[src/rtl/eepc_defs.vh]
`ifndef EEPC_DEFS_VH
`define EEPC_DEFS_VH

// register byte addresses on the apb bus
`define EEPC_ADDR_CTRL      12'h000
`define EEPC_ADDR_NVCFG     12'h004
`define EEPC_ADDR_SHADOW    12'h008
`define EEPC_ADDR_STATUS    12'h00C
`define EEPC_ADDR_TARGET    12'h010
`define EEPC_ADDR_WRITE     12'h014
`define EEPC_ADDR_POWER     12'h018

// control register fields
`define EEPC_CTL_PUMPCLK    7
`define EEPC_CTL_PWRDN      4
`define EEPC_CTL_RAS_HI     3
`define EEPC_CTL_RAS_LO     2
`define EEPC_CTL_LATCH      1
`define EEPC_CTL_HV         0
`define EEPC_CTL_MASK       8'h9F

// configuration byte fields
`define EEPC_CFG_REDUND     7
`define EEPC_CFG_SECURE     4
`define EEPC_CFG_BP_LO      0
`define EEPC_CFG_RESET      8'h10

// program and erase mode codes
`define EEPC_MODE_PROG      2'h0
`define EEPC_MODE_BYTE_ERA  2'h1
`define EEPC_MODE_BLK_ERA   2'h2
`define EEPC_MODE_BULK_ERA  2'h3

// array address map
`define EEPC_ARR_BASE       16'h0600
`define EEPC_SEC_BASE       16'h08F0
`define EEPC_SEC_LAST       16'h08FF

`endif

[src/rtl/eepc_addr_check.v]
`timescale 1ns/1ps
`default_nettype none
`include "eepc_defs.vh"

module eepc_addr_check #(
	parameter ARR_BYTES = 512,
	parameter BLK_BYTES = 128
) (
	// target address
	input  wire [15:0] addr,
	// classification
	output wire        in_array,
	output wire        in_secure,
	output wire [1:0]  blk_idx
);
	wire [15:0] off;
	wire [31:0] blk_full;

	assign off       = addr - `EEPC_ARR_BASE;
	assign in_array  = (addr >= `EEPC_ARR_BASE) && (off < ARR_BYTES);
	assign in_secure = (addr >= `EEPC_SEC_BASE) && (addr <= `EEPC_SEC_LAST);
	assign blk_full  = off / BLK_BYTES;
	assign blk_idx   = blk_full[1:0];
endmodule

`default_nettype wire

[src/rtl/eepc_ctrl.v]
// Register access over APB and the placing of the registers were left to the implementer.
`timescale 1ns/1ps
`default_nettype none
`include "eepc_defs.vh"

module eepc_ctrl #(
	parameter ARR_BYTES = 512,
	parameter BLK_BYTES = 128
) (
	// clock and reset
	input  wire        pclk,
	input  wire        presetn,
	// apb slave
	input  wire        psel,
	input  wire        penable,
	input  wire        pwrite,
	input  wire [11:0] paddr,
	input  wire [31:0] pwdata,
	output reg  [31:0] prdata,
	output reg         pready,
	output reg         pslverr,
	// power mode inputs
	input  wire        stop_mode,
	input  wire        wait_mode,
	// nonvolatile configuration cell
	input  wire [7:0]  nv_cfg_in,
	output reg         nv_cfg_write,
	output reg  [7:0]  nv_cfg_wdata,
	// array and charge pump
	output reg         array_enable,
	output reg         pump_on,
	output reg         pump_clk_bus,
	output reg  [1:0]  array_mode,
	output reg  [15:0] array_addr,
	output reg  [7:0]  array_data,
	output reg  [7:0]  cfg_shadow
);
	reg  [7:0]  ctrl_r;
	reg  [7:0]  shadow_r;
	reg  [7:0]  nvcfg_r;
	reg  [15:0] tgt_addr_r;
	reg  [7:0]  tgt_data_r;
	reg         valid_r;
	reg         nonee_r;
	reg         load_r;
	reg         lock_r;
	reg  [7:0]  ctrl_nxt;
	reg  [31:0] rdata_nxt;

	wire        in_array;
	wire        in_secure;
	wire [1:0]  blk_idx;
	wire [15:0] wr_addr;
	wire        wr_en;
	wire        rd_en;
	wire        hv_on;
	wire        hv_set;
	wire        latch_on;
	wire        blocked;
	wire        nv_target;
	wire        wr_valid;
	wire        wr_addr_sec;
	wire        wr_in_arr;
	wire [1:0]  wr_blk;

	assign wr_en    = psel && penable && pwrite;
	assign rd_en    = psel && penable && !pwrite;
	assign wr_addr  = pwdata[15:0];
	assign hv_on    = ctrl_r[`EEPC_CTL_HV];
	assign latch_on = ctrl_r[`EEPC_CTL_LATCH];
	assign nv_target = tgt_addr_r == 16'hFFFF;

	eepc_addr_check #(
		.ARR_BYTES(ARR_BYTES),
		.BLK_BYTES(BLK_BYTES)
	) u_tgt_chk (
		.addr      (tgt_addr_r),
		.in_array  (in_array),
		.in_secure (in_secure),
		.blk_idx   (blk_idx)
	);

	eepc_addr_check #(
		.ARR_BYTES(ARR_BYTES),
		.BLK_BYTES(BLK_BYTES)
	) u_wr_chk (
		.addr      (wr_addr),
		.in_array  (wr_in_arr),
		.in_secure (wr_addr_sec),
		.blk_idx   (wr_blk)
	);

	// secure bytes stop qualifying once locked
	assign wr_valid = (wr_in_arr || wr_addr_sec) && !(lock_r && wr_addr_sec);

	// protection gates the high voltage
	assign blocked = (in_array && shadow_r[`EEPC_CFG_BP_LO + blk_idx]) ||
		(lock_r && in_secure) ||
		(lock_r && nv_target) ||
		(lock_r && ctrl_r[`EEPC_CTL_RAS_HI]) ||
		(ctrl_r[`EEPC_CTL_RAS_HI] && ctrl_r[`EEPC_CTL_RAS_LO] &&
			(shadow_r[3:0] != 4'h0));

	// control register next value
	always @* begin
		ctrl_nxt = ctrl_r;
		if (wr_en && paddr == `EEPC_ADDR_CTRL) begin
			if (!(latch_on && !valid_r)) begin
				ctrl_nxt = pwdata[7:0] & `EEPC_CTL_MASK;
				// mode frozen while hv on
				if (hv_on) begin
					ctrl_nxt[`EEPC_CTL_RAS_HI] = ctrl_r[`EEPC_CTL_RAS_HI];
					ctrl_nxt[`EEPC_CTL_RAS_LO] = ctrl_r[`EEPC_CTL_RAS_LO];
				end
				if (hv_on && !pwdata[`EEPC_CTL_LATCH]) begin
					ctrl_nxt[`EEPC_CTL_LATCH] = 1'b1;
				end
				// refuse hv without latch after non-array write
				if (!hv_on && pwdata[`EEPC_CTL_HV] &&
					(!pwdata[`EEPC_CTL_LATCH] || !latch_on) && nonee_r) begin
					ctrl_nxt[`EEPC_CTL_HV] = 1'b0;
				end
				if (!hv_on && pwdata[`EEPC_CTL_HV] && !latch_on) begin
					ctrl_nxt[`EEPC_CTL_HV] = 1'b0;
				end
				if (!hv_on && pwdata[`EEPC_CTL_HV] && ctrl_r[`EEPC_CTL_PWRDN]) begin
					ctrl_nxt[`EEPC_CTL_HV] = 1'b0;
				end
			end
		end
	end

	assign hv_set = hv_on && latch_on && valid_r && !blocked;

	// registers
	always @(posedge pclk or negedge presetn) begin
		if (!presetn) begin
			ctrl_r     <= 8'h00;
			shadow_r   <= 8'h00;
			nvcfg_r    <= `EEPC_CFG_RESET;
			tgt_addr_r <= 16'h0000;
			tgt_data_r <= 8'h00;
			valid_r    <= 1'b0;
			nonee_r    <= 1'b0;
			load_r     <= 1'b1;
			lock_r     <= 1'b0;
		end else begin
			ctrl_r <= ctrl_nxt;
			// shadow load after reset release
			load_r <= 1'b0;
			if (load_r) begin
				nvcfg_r  <= nv_cfg_in;
				shadow_r <= nv_cfg_in;
			end else if (rd_en && paddr == `EEPC_ADDR_NVCFG) begin
				shadow_r <= nvcfg_r;
			end
			// lock is sticky and released only by reset
			if (!shadow_r[`EEPC_CFG_SECURE] && !load_r) begin
				lock_r <= 1'b1;
			end
			// target write capture
			if (wr_en && paddr == `EEPC_ADDR_WRITE) begin
				if (latch_on && !hv_on && wr_valid) begin
					tgt_addr_r <= wr_addr;
					tgt_data_r <= pwdata[23:16];
					valid_r    <= 1'b1;
					nonee_r    <= 1'b0;
				end else if (!wr_valid) begin
					nonee_r <= 1'b1;
				end
			end else if (wr_en && paddr == `EEPC_ADDR_NVCFG && latch_on && !hv_on &&
				!lock_r) begin
				tgt_addr_r <= 16'hFFFF;
				tgt_data_r <= pwdata[7:0];
				valid_r    <= 1'b1;
				nonee_r    <= 1'b0;
			end
			if (!ctrl_nxt[`EEPC_CTL_LATCH]) begin
				valid_r <= 1'b0;
			end
			// program of the nonvolatile byte on hv falling
			if (hv_on && !ctrl_nxt[`EEPC_CTL_HV] && nv_target && valid_r &&
				!blocked && !lock_r) begin
				if (ctrl_r[`EEPC_CTL_RAS_LO]) begin
					nvcfg_r <= 8'hFF;
				end else begin
					nvcfg_r <= nvcfg_r & tgt_data_r;
				end
			end else if (load_r) begin
				nvcfg_r <= nv_cfg_in;
			end
		end
	end

	// output and bus registers
	always @* begin
		rdata_nxt = 32'h0000_0000;
		case (paddr)
			`EEPC_ADDR_CTRL:   rdata_nxt = {24'h000000, ctrl_r};
			`EEPC_ADDR_NVCFG:  rdata_nxt = {24'h000000, nvcfg_r};
			`EEPC_ADDR_SHADOW: rdata_nxt = {24'h000000, shadow_r};
			`EEPC_ADDR_STATUS: rdata_nxt = {28'h0000000, lock_r, nonee_r, valid_r, hv_set};
			`EEPC_ADDR_TARGET: rdata_nxt = {8'h00, tgt_data_r, tgt_addr_r};
			default:           rdata_nxt = 32'h0000_0000;
		endcase
	end

	always @(posedge pclk or negedge presetn) begin
		if (!presetn) begin
			prdata       <= 32'h0000_0000;
			pready       <= 1'b0;
			pslverr      <= 1'b0;
			nv_cfg_write <= 1'b0;
			nv_cfg_wdata <= 8'h00;
			array_enable <= 1'b0;
			pump_on      <= 1'b0;
			pump_clk_bus <= 1'b0;
			array_mode   <= 2'h0;
			array_addr   <= 16'h0000;
			array_data   <= 8'h00;
			cfg_shadow   <= 8'h00;
		end else begin
			pready  <= psel && !penable;
			pslverr <= psel && !penable && (paddr > `EEPC_ADDR_TARGET) &&
				(paddr != `EEPC_ADDR_WRITE);
			prdata  <= (psel && !penable && !pwrite) ? rdata_nxt : 32'h0000_0000;
			nv_cfg_write <= hv_on && !ctrl_nxt[`EEPC_CTL_HV] && nv_target && valid_r &&
				!blocked && !lock_r;
			nv_cfg_wdata <= ctrl_r[`EEPC_CTL_RAS_LO] ? 8'hFF : (nvcfg_r & tgt_data_r);
			array_enable <= !ctrl_nxt[`EEPC_CTL_PWRDN];
			// stop drops the pump, hv bit kept; wait has no effect
			pump_on      <= ctrl_nxt[`EEPC_CTL_HV] && ctrl_nxt[`EEPC_CTL_LATCH] &&
				valid_r && !blocked && !stop_mode && !ctrl_nxt[`EEPC_CTL_PWRDN];
			pump_clk_bus <= ctrl_nxt[`EEPC_CTL_PUMPCLK];
			array_mode   <= {ctrl_nxt[`EEPC_CTL_RAS_HI], ctrl_nxt[`EEPC_CTL_RAS_LO]};
			array_addr   <= tgt_addr_r;
			array_data   <= tgt_data_r;
			cfg_shadow   <= shadow_r;
		end
	end

	wire unused_ok = wait_mode;
endmodule

`default_nettype wire

[config.mk]
export PLATFORM = sky130hd
export DESIGN_NAME = eepc_ctrl
export DESIGN_NICKNAME = d
export VERILOG_FILES = /design/src/rtl/eepc_addr_check.v /design/src/rtl/eepc_ctrl.v
export VERILOG_INCLUDE_DIRS = /design/src /design/src/rtl
export SDC_FILE = /design/constraint.sdc
export NUM_CORES = 1
export LEC_CHECK = 0
export BUFFER_PORTS_ARGS = -buffer_cell sky130_fd_sc_hd__clkbuf_2
export CORE_ASPECT_RATIO = 1.4
export CORE_UTILIZATION = 55
export CTS_BUF_LIST = sky130_fd_sc_hd__clkbuf_4 sky130_fd_sc_hd__clkbuf_8
export CTS_CLUSTER_SIZE = 25
export DETAILED_ROUTE_END_ITERATION = 7
export GPL_TIMING_DRIVEN = 0
export HOLD_SLACK_MARGIN = 0.12
export PLACE_DENSITY_LB_ADDON = 0.08
export SLEW_MARGIN = 30
export SYNTH_ARGS = -nofsm -noshare
export SYNTH_HDL_FRONTEND = slang
export SYNTH_HIERARCHICAL = 1
export SYNTH_SLANG_ARGS = --single-unit
export TNS_END_PERCENT = 20
[constraint.sdc]
create_clock -name pclk -period 5.5 [get_ports pclk]
set_input_delay 0.825 -clock pclk [delete_from_list [all_inputs] [get_ports pclk]]
set_output_delay 0.825 -clock pclk [all_outputs]
set_load 0.01 [all_outputs]
==> reports/summary.log <==
qor: run_status.status finished, final reports clean
qor: worst_setup_path.timing.critical_path.to_type flop
qor: timing.setup_viol 0
qor: cells_and_area.antenna-diode-count 0
qor: timing.setup_ws 2840 ps
qor: logic_synthesis.post_synth_inst_count 434
qor: drt.drt_iter0_markers 202
qor: timing.clock-skew-final 9.73 ps
qor: cells_and_area.fin_cells 699
qor: timing.final_period_minus_worst_setup_slack 2660 ps
qor: drt.dr_total_vias 3837
qor: worst_setup_path.crit-reg2reg-launch tgt_addr_r[9]
qor: clock_network.htreeDepth 4
qor: place.dp.cells 667
qor: timing.timing_worst_slew_pin_value 819 ps
qor: floorplan.floorplan.core_area 8710 um^2
qor: global_routing.grt_pass1_vias 3905
qor: global_routing.gr-total-overflow 0
qor: power.total_switching_power 0.414 mW
qor: drt.detail_route.wirelength 12200 um
qor: worst_setup_path.worst-r2r-cell-count 9
qor: hold_path.hold_class in -> async
qor: clock_network.ctsResizeCount 0
qor: worst_setup_path.worst-r2r-setup-slack 2920 ps
qor: clock_network.clockBufferDepth 2
qor: worst_setup_path.worst_path_max_delay_cell o32ai_2
qor: logic_synthesis.syn_area 5010 um^2
qor: timing.fin_hold_ws 330 ps
qor: floorplan.die_h 115 um
qor: clock_network.insertion_delay 440 ps
qor: cells_and_area.flow.area_growth_from_synthesis 24.9%
qor: cells_and_area.post_route_cells_drive_above_1_share 35.5%
qor: power.power.clock.fraction 46.7%
qor: clock_network.post-cts-setup-buffers 0
qor: worst_setup_path.worst_setup_path_startpoint pwdata[15]
qor: clock_network.cts_root_buffer clkbuf_8
qor: power.ir_worst_vdd 223 uV
qor: drt.route.detailed.vias_per_inst 5.49
qor: worst_setup_path.critical-path-top-delay-family simple AND/OR/NAND/NOR gates
qor: timing.timing.fmax 376 MHz
qor: floorplan.num_rows 40
qor: floorplan.die-area 9510 um^2
qor: clock_network.total_of_hold_buffers_inserted_after_clock_tree_synthesis 0
qor: place.gp_congestion 0.878
qor: clock_network.clock_tree_from_tritoncts yes
qor: place.detailed_placer_s_ending_hpwl 9040 um
qor: global_routing.grt_usage 28.4%
qor: power.comb_power_share 5.5%
qor: power.leakage 3.19 nW
qor: drt.drcViolationCount 0
qor: cells_and_area.final_common_cell clkbuf_2
qor: worst_setup_path.worst_path_required 5860 ps
qor: worst_setup_path.cp.depth 9
qor: power.p_per_area 304 nW/um^2
qor: cells_and_area.number_of_fillers_in_the_final_layout 643
qor: worst_setup_path.critPathArrivalTime 3010 ps
qor: cells_and_area.commonest_cells_after_routing_fill_and_taps_aside clkbuf_2, dfrtp_1, nor2_1
qor: drt.routed_wire_length_per_instance 17.4 um
qor: timing.max-slew-margin-rel 44.9%
qor: worst_setup_path.largest_stage_delay_worst_path 620 ps
qor: worst_setup_path.critical_path_buf_inv_count 2
qor: clock_network.clock-sinks 119
qor: floorplan.effective_utilization_at_floorplan 57.6%
qor: power.cell_internal_pwr 1.49 mW
qor: worst_setup_path.capturing_point_of_the_worst_reg2reg_path nvcfg_r[0]
qor: timing.final-max-slew-violation-count 0
qor: clock_network.numCtsBuffers 17
qor: timing.timing.final.hold_violations 0
qor: logic_synthesis.yosysWarningCount 6
qor: logic_synthesis.syn_area_per_cell 11.6 um^2
qor: global_routing.global_route_wire_length_before_repair 19300 um
qor: floorplan.boundaryPins 139
qor: global_routing.antenna_found_initial 0
qor: power.share_seq_of_total_power 47.8%
qor: worst_setup_path.worstSetupPathType in -> reg
qor: power.totalPowerFinal 1.90 mW
qor: worst_setup_path.cell_by_cell_trace_of_the_critical_path clkbuf_2 -> nor3_2 -> nand4_1 -> nor4_2 -> mux2i_1 -> o32ai_2 -> buf_2 -> nor2_1 -> a21oi_1
qor: power.switching_share 21.7%
qor: global_routing.grt_start_max_net_pins 70
qor: timing.timing.final.crit_share 48.3%
qor: worst_setup_path.crit_path_start_kind input pin
qor: timing.grt_setup_unrepaired false
qor: drt.drt.antenna.violating_nets 0
qor: job.drv.max_cap_violation_count 0
qor: worst_setup_path.timing.critical_path.to tgt_data_r[3]
qor: floorplan.die_x 82.7 um
qor: worst_setup_path.worst-path-max-fanout 10
qor: timing.setup_tns 0 ps
qor: drt.firstDrtPassIters 4
qor: place.pre_cts_ws 2470 ps
qor: place.port_buffers 119
qor: clock_network.clk_transition_reported_paths 60 ps
qor: cells_and_area.finalNetCount 642
## layout make-up
class	count	area [um^2]	share of cell area, %
Sequential cell	119	2980	47.6
Multi-Input combinational cell	282	1840	29.4
Timing Repair Buffer	120	632	10.1
Clock buffer	24	312	4.98
Buffer	26	164	2.62
Clock inverter	8	143	2.28
Tap cell	105	131	2.10
Inverter	15	56.3	0.899
## power by group through the flow
| stage | clock network (mW) | logic (mW) | registers, mW |
|---|---|---|---|
| global route | 0.937 | 0.117 | 0.911 |
| detailed placement | 0 | 0.105 | 0.926 |
| CTS | 0.898 | 0.106 | 0.910 |
| finish | 0.889 | 0.105 | 0.911 |
| global placement | 0 | 0.0994 | 0.926 |
| floorplan | 0 | 0.0420 | 0.922 |
## how the worst min path moves through the flow
| stage | to | startpoint | depth (start not counted) |
|---|---|---|---|
| floorplan | cfg_shadow[5] | shadow_r[5] | 0 |
| global placement | cfg_shadow[7] | shadow_r[7] | 0 |
| detailed placement | cfg_shadow[7] | shadow_r[7] | 0 |
| CTS | valid_r | presetn | 1 |
| global route | array_addr[9] | presetn | 1 |
| finish | prdata[10] | presetn | 1 |
## worst reg2reg max path, stage by stage, from the launching register on
cell      delay (ps)
dfrtp_1          470
ha_1             250
xor2_1           150
nand4b_1         110
nor2_1           200
inv_1             60
o32ai_1          370
nor3_1           170
nand4_2          300
mux2_2           380
## sequential cells by signal, indices dropped and copies added (netlist names), 5 cells and up
name / count
shadow_r: 8
nvcfg_r: 8
array_addr: 16
prdata: 24
tgt_data_r: 8
cfg_shadow: 8
ctrl_r: 5
tgt_addr_r: 16
array_data: 8
nv_cfg_wdata: 8
## metrics by stage
| step | instance area [um^2] | util (%) |
|---|---|---|
| after floorplan | 5040 | - |
| after global placement | 5770 | 66.3 |
| after detailed placement | 5810 | 66.7 |
| after CTS | 6260 | 71.9 |
| after global routing | 6260 | 71.9 |
| final | 6260 | 71.9 |
## metal layers
metal	wire, um	vias to the layer above	global-route usage (%)
li1	-	1780	-
met1	4670	1836	33.1
met2	6330	182	46.7
met3	672	39	6.43
met4	509	0	17.7
met5	0	-	0
Note: power is estimated with default switching activity, not from simulation.
